--- config.mk ---
export PLATFORM = sky130hd
export DESIGN_NAME = modem_lines
export DESIGN_NICKNAME = d
export VERILOG_FILES = /design/src/modem_lines_pkg.sv /design/src/ms_timer_if.sv /design/src/ms_timer.sv /design/src/modem_lines.sv
export SDC_FILE = /design/constraint.sdc
export NUM_CORES = 1
export LEC_CHECK = 0
export ABC_AREA = 0
export BUFFER_PORTS_ARGS = -buffer_cell sky130_fd_sc_hd__buf_4
export CORE_MARGIN = 1.5
export CORE_UTILIZATION = 50
export DETAILED_ROUTE_END_ITERATION = 8
export PLACE_DENSITY = 0.76
export SYNTH_ARGS = -nofsm -noshare
export SYNTH_HDL_FRONTEND = slang
export SYNTH_SLANG_ARGS = --single-unit
--- constraint.sdc ---
create_clock -name clk_i -period 2.2 [get_ports clk_i]
set_clock_uncertainty 0.15 [all_clocks]
set_input_delay 0.44 -clock clk_i [delete_from_list [all_inputs] [get_ports clk_i]]
set_output_delay 0.44 -clock clk_i [all_outputs]
set_load 0.03 [all_outputs]
--- src/modem_lines_pkg.sv ---
// Purpose: Shared constants for the modem handshake line controller.
// Assumes: 100 MHz module clock, APB register access with 32-bit data.
// Notes:   Line levels are V.24 style: ON is low, OFF is high.
package modem_lines_pkg;

   // Clock and time base
   localparam int unsigned CLK_PERIOD_NS = 10;
   localparam int unsigned MS_IN_NS = 1000000;
   localparam int unsigned CYC_PER_MS = MS_IN_NS / CLK_PERIOD_NS;
   localparam int unsigned MS_CNT_W = 13;

   // Durations in milliseconds
   localparam logic [12:0] WAKE_TIME_MS = 13'h0014;
   localparam logic [12:0] RI_ON_MS = 13'h03E8;
   localparam logic [12:0] RI_OFF_MS = 13'h0FA0;
   localparam logic [12:0] SMS_ON_MS = 13'h03E8;

   // Most characters the device may still send after the host stops it
   localparam int unsigned STOP_CHARS_MAX = 2;

   // Register byte addresses
   localparam logic [7:0] CONFIG_ADDR = 8'h00;
   localparam logic [7:0] CONTROL_ADDR = 8'h04;
   localparam logic [7:0] EVENT_ADDR = 8'h08;
   localparam logic [7:0] STATUS_ADDR = 8'h0C;

   // Configuration field positions
   localparam int unsigned CFG_HW_FLOW = 0;
   localparam int unsigned CFG_DSR_OPT = 1;
   localparam int unsigned CFG_DCD_OPT = 2;
   localparam int unsigned CFG_SMS_EN = 3;
   localparam int unsigned CFG_PSAVE_LO = 4;
   localparam int unsigned CFG_MUX = 6;
   localparam int unsigned CFG_DTR_OPT = 7;
   localparam logic [7:0] CONFIG_RESET = 8'h07;

   // Control field positions
   localparam int unsigned CTL_DATA_MODE = 0;
   localparam int unsigned CTL_CARRIER = 1;
   localparam int unsigned CTL_VOICE = 2;
   localparam int unsigned CTL_PROMPT = 3;
   localparam int unsigned CTL_INCOMING = 4;
   localparam int unsigned CTL_PORT_READY = 5;
   localparam int unsigned CTL_AWAKE = 6;
   localparam logic [6:0] CONTROL_RESET = 7'h20;

   // Event field positions (write-one pulses)
   localparam int unsigned EV_SMS = 0;
   localparam int unsigned EV_ANSWER = 1;
   localparam int unsigned EV_DIAL_PKT = 2;
   localparam int unsigned EV_ACCEPT = 3;

   // Power saving modes
   localparam logic [1:0] PSAVE_OFF = 2'h0;
   localparam logic [1:0] PSAVE_CYCLIC = 2'h1;
   localparam logic [1:0] PSAVE_RTS = 2'h2;

   // Ring indicator sequencer states
   typedef enum logic [3:0] {
      RI_IDLE = 4'b0001,
      RI_CALL_ON = 4'b0010,
      RI_CALL_OFF = 4'b0100,
      RI_SMS = 4'b1000
   } ri_state_t;

endpackage

--- src/ms_timer_if.sv ---
// Purpose: Carrier between the line controller and a millisecond timer.
// Assumes: One clock domain.
// Notes:   Load is a one-cycle pulse; expired is a one-cycle pulse.
`timescale 1ns/1ps
interface ms_timer_if;
   import modem_lines_pkg::*;
   logic load;
   logic [MS_CNT_W-1:0] load_ms;
   logic busy;
   logic expired;
   modport ctrl (output load, output load_ms, input busy, input expired);
   modport timer (input load, input load_ms, output busy, output expired);
endinterface

--- src/ms_timer.sv ---
// Purpose: Millisecond countdown timer with its own clock divider.
// Assumes: CYC_PER_MS of at least 2.
// Notes:   A load restarts the divider, so a period is never cut short.
`timescale 1ns/1ps
module ms_timer
   import modem_lines_pkg::*;
#(
   parameter int unsigned CYCLES_PER_MS = CYC_PER_MS
) (
   // Clock and reset
   input wire logic clk_i,
   input wire logic arst_n_i,
   // Control side
   ms_timer_if.timer tmr
);
   localparam int unsigned DW = $clog2(CYCLES_PER_MS);
   localparam logic [DW-1:0] DIV_LAST = DW'(CYCLES_PER_MS - 1);

   logic [DW-1:0] div_reg;
   logic [MS_CNT_W-1:0] ms_reg;
   logic busy_reg;
   logic exp_reg;
   wire ms_tick = busy_reg && (div_reg == DIV_LAST);

   assign tmr.busy = busy_reg;
   assign tmr.expired = exp_reg;

   // Divider makes a one-cycle millisecond enable, counter counts them down
   always_ff @(posedge clk_i or negedge arst_n_i) begin
      if (!arst_n_i) begin
         div_reg <= '0;
         ms_reg <= '0;
         busy_reg <= 1'b0;
         exp_reg <= 1'b0;
      end else if (tmr.load) begin
         div_reg <= '0;
         ms_reg <= tmr.load_ms;
         busy_reg <= (tmr.load_ms != '0);
         exp_reg <= 1'b0;
      end else begin
         exp_reg <= ms_tick && (ms_reg == MS_CNT_W'(1));
         div_reg <= ms_tick ? '0 : (busy_reg ? div_reg + DW'(1) : div_reg);
         if (ms_tick) begin
            ms_reg <= ms_reg - MS_CNT_W'(1);
            busy_reg <= (ms_reg != MS_CNT_W'(1));
         end
      end
   end
endmodule

--- src/modem_lines.sv ---
// Purpose: Modem-side handshake lines of a V.24 serial port (DCE end).
// Assumes: Host pins already synchronous to clk_i; framing lives elsewhere.
// Notes:   Reset release counts as port initialization.
//
// Local design decisions: the APB register port and the register addresses.
`timescale 1ns/1ps

module modem_lines
   import modem_lines_pkg::*;
#(
   parameter int unsigned CYCLES_PER_MS = CYC_PER_MS
) (
   // Clock and reset
   input wire logic clk_i,
   input wire logic arst_n_i,
   // APB slave
   input wire logic psel_i,
   input wire logic penable_i,
   input wire logic pwrite_i,
   input wire logic [7:0] paddr_i,
   input wire logic [31:0] pwdata_i,
   output logic [31:0] prdata_o,
   output logic pready_o,
   output logic pslverr_o,
   // Host-facing lines (low means ON)
   input wire logic txd_i,
   input wire logic rts_n_i,
   input wire logic dtr_n_i,
   output logic rxd_o,
   output logic cts_n_o,
   output logic dsr_n_o,
   output logic dcd_n_o,
   output logic ri_n_o,
   output logic pullup_en_o,
   // Character transmitter side
   input wire logic tx_char_active_i,
   input wire logic tx_bit_i,
   output logic tx_grant_o,
   // Power and call state
   output logic port_en_o,
   output logic active_mode_o,
   output logic connect_o
);

   // Registers
   logic [7:0] cfg_reg;
   logic [6:0] ctl_reg;
   logic [31:0] prdata_reg;
   logic pready_reg;
   logic pslverr_reg;
   logic rxd_reg;
   logic cts_n_reg;
   logic dsr_n_reg;
   logic dcd_n_reg;
   logic ri_n_reg;
   logic pullup_reg;
   logic grant_reg;
   logic port_en_reg;
   logic port_en_next;
   logic active_reg;
   logic connect_reg;
   logic connect_pend_reg;
   logic rts_on_reg;
   logic dtr_on_reg;
   logic wake_done_reg;
   ri_state_t ri_state_reg;
   ri_state_t ri_state_next;

   // Timer carriers
   ms_timer_if wake_tmr ();
   ms_timer_if ri_tmr ();

   // Wake-up and ring timers, counted from the module clock
   ms_timer #(.CYCLES_PER_MS(CYCLES_PER_MS)) wake_timer (
      .clk_i(clk_i),
      .arst_n_i(arst_n_i),
      .tmr(wake_tmr.timer)
   );
   ms_timer #(.CYCLES_PER_MS(CYCLES_PER_MS)) ri_timer (
      .clk_i(clk_i),
      .arst_n_i(arst_n_i),
      .tmr(ri_tmr.timer)
   );

   // Configuration fields
   wire hw_flow = cfg_reg[CFG_HW_FLOW];
   wire dsr_opt = cfg_reg[CFG_DSR_OPT];
   wire dcd_opt = cfg_reg[CFG_DCD_OPT];
   wire sms_en = cfg_reg[CFG_SMS_EN];
   wire [1:0] psave = cfg_reg[CFG_PSAVE_LO +: 2];
   wire mux_on = cfg_reg[CFG_MUX];
   wire dtr_opt = cfg_reg[CFG_DTR_OPT];

   // Host pins: undriven lines read high through the pad pull-up
   wire rts_on = !rts_n_i;
   wire dtr_on = !dtr_n_i;
   wire rts_rise_on = rts_on && !rts_on_reg;
   wire dtr_drop = dtr_on_reg && !dtr_on;

   // APB decode
   wire apb_setup = psel_i && !penable_i;
   wire apb_access = psel_i && penable_i && pready_reg;
   wire wr_cfg = apb_access && pwrite_i && !pslverr_reg && (paddr_i == CONFIG_ADDR);
   wire wr_ctl = apb_access && pwrite_i && (paddr_i == CONTROL_ADDR);
   wire wr_ev = apb_access && pwrite_i && (paddr_i == EVENT_ADDR);
   wire [1:0] new_psave = pwdata_i[CFG_PSAVE_LO +: 2];
   // A config that pairs flow control with RTS power saving is refused
   wire cfg_conflict = (new_psave == PSAVE_RTS) && pwdata_i[CFG_HW_FLOW];
   wire addr_ok = (paddr_i == CONFIG_ADDR) || (paddr_i == CONTROL_ADDR) ||
                  (paddr_i == EVENT_ADDR) || (paddr_i == STATUS_ADDR);
   wire err_setup = !addr_ok || (pwrite_i && (paddr_i == CONFIG_ADDR) && cfg_conflict) ||
                    (pwrite_i && (paddr_i == STATUS_ADDR));

   // Event pulses written by software
   wire ev_sms = wr_ev && pwdata_i[EV_SMS];
   wire ev_answer = wr_ev && pwdata_i[EV_ANSWER];
   wire ev_dial = wr_ev && pwdata_i[EV_DIAL_PKT];
   wire ev_accept = wr_ev && pwdata_i[EV_ACCEPT];

   // Status word
   wire [31:0] status_word = {20'h00000, txd_i, !ri_n_reg, !dsr_n_reg, !dcd_n_reg,
                              !cts_n_reg, active_reg, wake_done_reg, grant_reg,
                              port_en_reg, dtr_on_reg, rts_on_reg, !ctl_reg[CTL_PORT_READY]};

   // Read data selection
   wire [31:0] rd_word = (paddr_i == CONFIG_ADDR) ? {24'h000000, cfg_reg} :
                         (paddr_i == CONTROL_ADDR) ? {25'h0000000, ctl_reg} :
                         (paddr_i == STATUS_ADDR) ? status_word : 32'h00000000;

   // APB answer: setup cycle prepares, access cycle completes with no wait
   always_ff @(posedge clk_i or negedge arst_n_i) begin
      if (!arst_n_i) begin
         pready_reg <= 1'b0;
         pslverr_reg <= 1'b0;
         prdata_reg <= 32'h00000000;
      end else begin
         pready_reg <= apb_setup;
         pslverr_reg <= apb_setup && err_setup;
         if (apb_setup) begin
            prdata_reg <= pwrite_i ? 32'h00000000 : rd_word;
         end
      end
   end

   // Configuration register, conflicting writes leave it untouched
   always_ff @(posedge clk_i or negedge arst_n_i) begin
      if (!arst_n_i) begin
         cfg_reg <= CONFIG_RESET;
      end else if (wr_cfg) begin
         cfg_reg <= pwdata_i[7:0];
      end
   end

   // Control state: dial and accept event sets win over a DTR-drop clear in the same cycle
   logic [6:0] ctl_next;
   always_comb begin
      ctl_next = wr_ctl ? pwdata_i[6:0] : ctl_reg;
      if (ev_answer) begin
         ctl_next[CTL_INCOMING] = 1'b0;
      end
      if (dtr_drop && dtr_opt) begin
         ctl_next[CTL_DATA_MODE] = 1'b0;
      end
      if (ev_dial) begin
         ctl_next[CTL_DATA_MODE] = 1'b1;
      end
      if (ev_accept) begin
         ctl_next[CTL_CARRIER] = 1'b1;
         ctl_next[CTL_DATA_MODE] = 1'b1;
      end
   end

   always_ff @(posedge clk_i or negedge arst_n_i) begin
      if (!arst_n_i) begin
         ctl_reg <= CONTROL_RESET;
      end else begin
         ctl_reg <= ctl_next;
      end
   end

   // Power saving: port enable and active mode per saving mode
   wire rts_mode = (psave == PSAVE_RTS) && !hw_flow;
   always_comb begin
      if (psave == PSAVE_OFF) begin
         port_en_next = 1'b1;
      end else if (rts_mode) begin
         port_en_next = rts_on;
      end else begin
         port_en_next = ctl_reg[CTL_AWAKE];
      end
   end

   // Wake timer starts on every OFF-to-ON edge in RTS mode
   assign wake_tmr.load = rts_mode && rts_rise_on;
   assign wake_tmr.load_ms = WAKE_TIME_MS;

   always_ff @(posedge clk_i or negedge arst_n_i) begin
      if (!arst_n_i) begin
         rts_on_reg <= 1'b0;
         dtr_on_reg <= 1'b0;
         port_en_reg <= 1'b1;
         active_reg <= 1'b1;
         wake_done_reg <= 1'b1;
      end else begin
         rts_on_reg <= rts_on;
         dtr_on_reg <= dtr_on;
         port_en_reg <= port_en_next;
         // Idle allowed only when port is off and software is not awake
         active_reg <= port_en_next || ctl_reg[CTL_AWAKE];
         if (wake_tmr.load) begin
            wake_done_reg <= 1'b0;
         end else if (wake_tmr.expired || !rts_mode) begin
            wake_done_reg <= 1'b1;
         end
      end
   end

   // Clear-to-send: mux mode shows power state, flow control shows readiness, else held ON
   wire cts_on_next = mux_on ? port_en_next :
                      hw_flow ? (port_en_next && ctl_reg[CTL_PORT_READY]) : 1'b1;

   // Transmit permission; a started character completes, so at most one
   // more character leaves after RTS goes OFF, inside the limit of two
   wire grant_next = hw_flow ? rts_on : 1'b1;

   // Data-set-ready and carrier-detect
   wire dsr_on_next = dsr_opt ? ctl_reg[CTL_DATA_MODE] : 1'b1;
   wire dcd_on_next = !dcd_opt ? 1'b1 :
                      (ctl_reg[CTL_CARRIER] || ctl_reg[CTL_VOICE] ||
                       ctl_reg[CTL_PROMPT] || ctl_reg[CTL_DATA_MODE]);

   // Ring indicator sequencer
   wire incoming = ctl_reg[CTL_INCOMING];
   wire sms_trig = ev_sms && sms_en;
   always_comb begin
      ri_state_next = ri_state_reg;
      ri_tmr.load = 1'b0;
      ri_tmr.load_ms = RI_ON_MS;
      case (ri_state_reg)
         RI_IDLE: begin
            if (sms_trig) begin
               ri_state_next = RI_SMS;
               ri_tmr.load = 1'b1;
               ri_tmr.load_ms = SMS_ON_MS;
            end else if (incoming) begin
               ri_state_next = RI_CALL_ON;
               ri_tmr.load = 1'b1;
            end
         end
         RI_CALL_ON: begin
            if (!incoming) begin
               ri_state_next = RI_IDLE;
            end else if (ri_tmr.expired) begin
               ri_state_next = RI_CALL_OFF;
               ri_tmr.load = 1'b1;
               ri_tmr.load_ms = RI_OFF_MS;
            end
         end
         RI_CALL_OFF: begin
            if (sms_trig) begin
               ri_state_next = RI_SMS;
               ri_tmr.load = 1'b1;
               ri_tmr.load_ms = SMS_ON_MS;
            end else if (!incoming) begin
               ri_state_next = RI_IDLE;
            end else if (ri_tmr.expired) begin
               ri_state_next = RI_CALL_ON;
               ri_tmr.load = 1'b1;
            end
         end
         RI_SMS: begin
            if (sms_trig) begin
               ri_tmr.load = 1'b1;
               ri_tmr.load_ms = SMS_ON_MS;
            end else if (ri_tmr.expired) begin
               ri_state_next = incoming ? RI_CALL_OFF : RI_IDLE;
               ri_tmr.load = incoming;
               ri_tmr.load_ms = RI_OFF_MS;
            end
         end
         default: begin
            ri_state_next = RI_IDLE;
         end
      endcase
   end
   wire ri_on_next = (ri_state_next == RI_CALL_ON) || (ri_state_next == RI_SMS);

   // Line outputs, all registered and at initial levels in reset
   always_ff @(posedge clk_i or negedge arst_n_i) begin
      if (!arst_n_i) begin
         ri_state_reg <= RI_IDLE;
         rxd_reg <= 1'b1;
         cts_n_reg <= 1'b0;
         dsr_n_reg <= 1'b1;
         dcd_n_reg <= 1'b1;
         ri_n_reg <= 1'b1;
         pullup_reg <= 1'b0;
         grant_reg <= 1'b1;
      end else begin
         ri_state_reg <= ri_state_next;
         rxd_reg <= tx_char_active_i ? tx_bit_i : 1'b1;
         cts_n_reg <= !cts_on_next;
         dsr_n_reg <= !dsr_on_next;
         dcd_n_reg <= !dcd_on_next;
         ri_n_reg <= !ri_on_next;
         pullup_reg <= 1'b1;
         grant_reg <= grant_next;
      end
   end

   // Connect result follows carrier-detect going ON
   always_ff @(posedge clk_i or negedge arst_n_i) begin
      if (!arst_n_i) begin
         connect_pend_reg <= 1'b0;
         connect_reg <= 1'b0;
      end else begin
         connect_reg <= connect_pend_reg && !dcd_n_reg;
         if (ev_dial || ev_accept) begin
            connect_pend_reg <= 1'b1;
         end else if (!dcd_n_reg) begin
            connect_pend_reg <= 1'b0;
         end
      end
   end

   // Outputs
   assign prdata_o = prdata_reg;
   assign pready_o = pready_reg;
   assign pslverr_o = pslverr_reg;
   assign rxd_o = rxd_reg;
   assign cts_n_o = cts_n_reg;
   assign dsr_n_o = dsr_n_reg;
   assign dcd_n_o = dcd_n_reg;
   assign ri_n_o = ri_n_reg;
   assign pullup_en_o = pullup_reg;
   assign tx_grant_o = grant_reg;
   assign port_en_o = port_en_reg;
   assign active_mode_o = active_reg;
   assign connect_o = connect_reg;

   // Checks
   rxd_idle_a: assert property (@(posedge clk_i) disable iff (!arst_n_i)
      !tx_char_active_i |=> rxd_o)
      else $error("data output not idle high");
   cts_noflow_a: assert property (@(posedge clk_i) disable iff (!arst_n_i)
      (!hw_flow && !mux_on) |=> !cts_n_o)
      else $error("clear-to-send left ON state without flow control");
   cts_mux_a: assert property (@(posedge clk_i) disable iff (!arst_n_i)
      mux_on |=> (cts_n_o == !port_en_o))
      else $error("clear-to-send not tracking power state in mux mode");
   tx_halt_a: assert property (@(posedge clk_i) disable iff (!arst_n_i)
      (hw_flow && rts_n_i) |=> !tx_grant_o)
      else $error("transmit still granted with request-to-send OFF");
   wake_delay_a: assert property (@(posedge clk_i) disable iff (!arst_n_i)
      wake_tmr.load |=> port_en_o && !wake_done_reg)
      else $error("wake-up did not enable port or skipped delay");
   rts_sleep_a: assert property (@(posedge clk_i) disable iff (!arst_n_i)
      (rts_mode && rts_n_i) [*2] |-> !port_en_o)
      else $error("port enabled while request-to-send OFF");
   dsr_fixed_a: assert property (@(posedge clk_i) disable iff (!arst_n_i)
      !dsr_opt |=> !dsr_n_o)
      else $error("data-set-ready not held ON");
   dsr_mode_a: assert property (@(posedge clk_i) disable iff (!arst_n_i)
      dsr_opt |=> (dsr_n_o == !$past(ctl_reg[CTL_DATA_MODE])))
      else $error("data-set-ready not following data mode");
   dcd_fixed_a: assert property (@(posedge clk_i) disable iff (!arst_n_i)
      !dcd_opt |=> !dcd_n_o)
      else $error("carrier-detect not held ON");
   connect_order_a: assert property (@(posedge clk_i) disable iff (!arst_n_i)
      connect_o |-> !dcd_n_o && $past(!dcd_n_o))
      else $error("connect reported before carrier-detect");
   sms_ring_a: assert property (@(posedge clk_i) disable iff (!arst_n_i)
      sms_trig |-> ##2 !ri_n_o)
      else $error("message did not raise ring indicator");
   psave_guard_a: assert property (@(posedge clk_i) disable iff (!arst_n_i)
      (psave == PSAVE_RTS) |-> !hw_flow)
      else $error("RTS power saving with flow control enabled");
endmodule

==> flow_summary.yaml <==
clocking:
  cts_buffer_depth: 2
  clock_sink_count: 111
  h-tree-depth: 3
  clkTransAtPathRegs_ns: 0.07
  cts_root_buffer: "clkbuf_16"
  clkLatencyLatePin_ns: 0.35
  cts_tree: "built"
  numCtsBuffers: 9
placement:
  dp_hpwl_um: 9210
  numPortBuffers: 49
  place_area_mm2: 0.00660
  pre_cts_slack_ns: -0.0271
  gp_congestion: 0.857
sta:
  period_needed_ns: 2.13
  min_period_over_period_pct: 97.0
  rsz0062_at_grt: "true"
  setup_slack_ns: 0.0670
  holdWs_ns: 0.0587
  hold_viol_final: 0
  drv_slew: 0
  tns_ns: 0
  fmax_ghz: 0.469
  setup_viol: 0
setup_path:
  criticalPathCategory: "flip-flop to flip-flop"
  cp.arrival_ns: 2.26
  cp_slowest_cell: "or4_1"
  crit_path_end_kind: "flip-flop"
  worstPathRequired_ns: 2.32
  startpoint_type: "flip-flop"
  worstPathCellList: "xnor2_4, o41ai_4, a211oi_4, buf_6, or4_1, a31oi_1"
  cp_max_fo: 5
  reg2reg_depth: 6
  critPathMaxStageDelay_ns: 0.50
floorplan:
  placementRows: 39
  die_y_um: 111
  die_x_um: 111
  ios: 94
  die-area_mm2: 0.0122
  initial_core_util_pct: 50.9
  coreArea_mm2: 0.0114
global_route:
  globalRouteTotalUtil_pct: 21.3
  grt-ovfl-total: 0
  grt_antenna_before_repair: 0
  grt_start_max_net_pins: 42
  grt_pass1_vias: 4758
  grt_pass1_wl_um: 21800
yosys:
  yosysWarnings: 0
  synthFlopType: "dfrtp_1"
  syn-instance-count: 611
  synth-edff-count: 0
  avgSynthCellArea_um2: 9.47
  synth_cell_types: 67
  ys_seq_elements: 111
  ys_seq_area_share_pct: 48.3
  synth_area_mm2: 0.00578
  synth-async-reset-ratio_pct: 100
routing:
  vias_per_cell: 5.56
  drcViolationCount: 0
  drt-met1-wl_um: 5720
  firstDrtPassIters: 4
  wl_met3_um: 410
  wl_per_cell_um: 15.0
  dr_wl_met2_um: 6510
  top_layer_used: "met4"
  num_vias: 4774
  dr.first_iter.drc_count: 365
  final_antenna_net_count: 0
  finalWirelength_um: 12800
final_layout:
  final_util_pct: 61.9
  insertedDiodeCount: 0
  multi_input_area_mm2: 0.00282
  syn_to_final_growth_pct: 21.7
  nNetsFinal: 766
  fill_cells: 896
  most-common-layout-cells: "108 x buf_4, 96 x dfrtp_1, 73 x nand2_1"
  regArea_mm2: 0.00280
  drive_gt1_share_pct: 24.8
  layout_commonest_cell: "buf_4"
  fin_area_mm2: 0.00704
hold_path:
  min_path_type: "primary input to flip-flop"
  hold_path_depth: 2
power:
  p_leak_nw: 3.13
  powerDensity_mw_per_mm2: 681
  peakVddDrop_v: 0.000478
status:
  status: "completed"
run:
  max_cap_viol_count: 0
==> cells in the mapped netlist (7+ instances only) <==
cell	count	share of area, %
a21oi_1	27	2.3
and3_1	10	1.1
buf_2	8	0.69
buf_4	22	2.9
clkbuf_1	13	0.84
dfrtp_1	98	42
dfstp_2	13	5.9
inv_1	19	1.2
mux2_1	11	2.1
nand2_1	73	4.7
nand2b_1	12	1.3
nand3_1	16	1.4
nand3b_1	9	1.2
nand4_1	13	1.4
nor2_1	68	4.4
nor2b_1	9	0.97
nor3_1	12	1.0
nor4_1	8	0.87
o21ai_0	33	2.9
o31ai_1	12	1.6
or3_1	9	0.97
or4_1	7	0.91
xnor2_1	10	1.5
xor2_1	20	3.0
==> final timing paths <==
check / startpoint / endpoint / slack, ns
max: ri_state_reg[2] / ri_timer.ms_reg[6] / 0.07
max in group asynchronous: arst_n_i / dsr_n_o / 0.79
min in group asynchronous: arst_n_i / ri_state_reg[3] / 0.42
max reg2reg: ri_state_reg[2] / ri_timer.ms_reg[6] / 0.07
min: tx_char_active_i / rxd_o / 0.06
min reg2reg: ctl_reg[1] / dcd_n_o / 0.29
==> layer usage <==
| layer | track usage [%] | vias to the layer above |
|---|---|---|
| met5 | 0 | - |
| li1 | - | 2297 |
| met3 | 3.07 | 15 |
| met2 | 36.2 | 105 |
| met4 | 8.80 | 0 |
| met1 | 27.5 | 2357 |
==> logic make-up after synthesis <==
| logic type | Yosys count | synth area share [%] |
|---|---|---|
| XOR/XNOR | 30 | 4.54 |
| AND/OR/NAND/NOR | 279 | 26.0 |
| flip-flops | 111 | 48.3 |
| adder cells (fa/ha/maj) | 6 | 1.30 |
| AO/OA/AOI/OAI | 102 | 10.6 |
| buffers and inverters | 64 | 5.88 |
| multiplexers | 17 | 3.22 |
| other | 2 | 0.130 |
==> through the flow <==
step                std cells  total power [mW]
CTS                       852              4.81
global route              858              5.03
finish                    858              4.79
detailed placement        835              3.23
global placement          835              3.16
floorplan                 630              2.89
==> cell type report <==
class,instances,share of cell area (%)
repair buffers,113,12.6
flip-flops and latches,111,39.7
multi-input cells,455,40.0
clock inverters,7,0.906
clock buffers,9,3.20
well taps,143,2.54
inverters,20,1.07
==> repair_timing <==
action,4_1_cts,5_1_grt
pin swaps,0,9
hold endpoints to repair,27,0
resized for setup,1,19
setup endpoints to repair,2,8
buffers inserted,0,5
hold buffers,1,0
gates cloned,0,1
==> critical path: cells and delay by family (launching register included) <==
kind | cells | cell delay (ns)
AOI/OAI and AO/OA | 3 | 0.62
DFF | 1 | 0.47
and+or+nand+nor | 1 | 0.50
xor gates and xnor gates | 1 | 0.17
buffers and inverters | 1 | 0.15
==> power by group <==
| group | switching [mW] | internal (mW) | total, mW |
|---|---|---|---|
| Combinational | 0.450 | 0.360 | 0.811 |
| Clock | 0.788 | 0.793 | 1.58 |
| Sequential | 0.184 | 2.22 | 2.40 |
No activity file was read; power rests on OpenSTA's default activity.
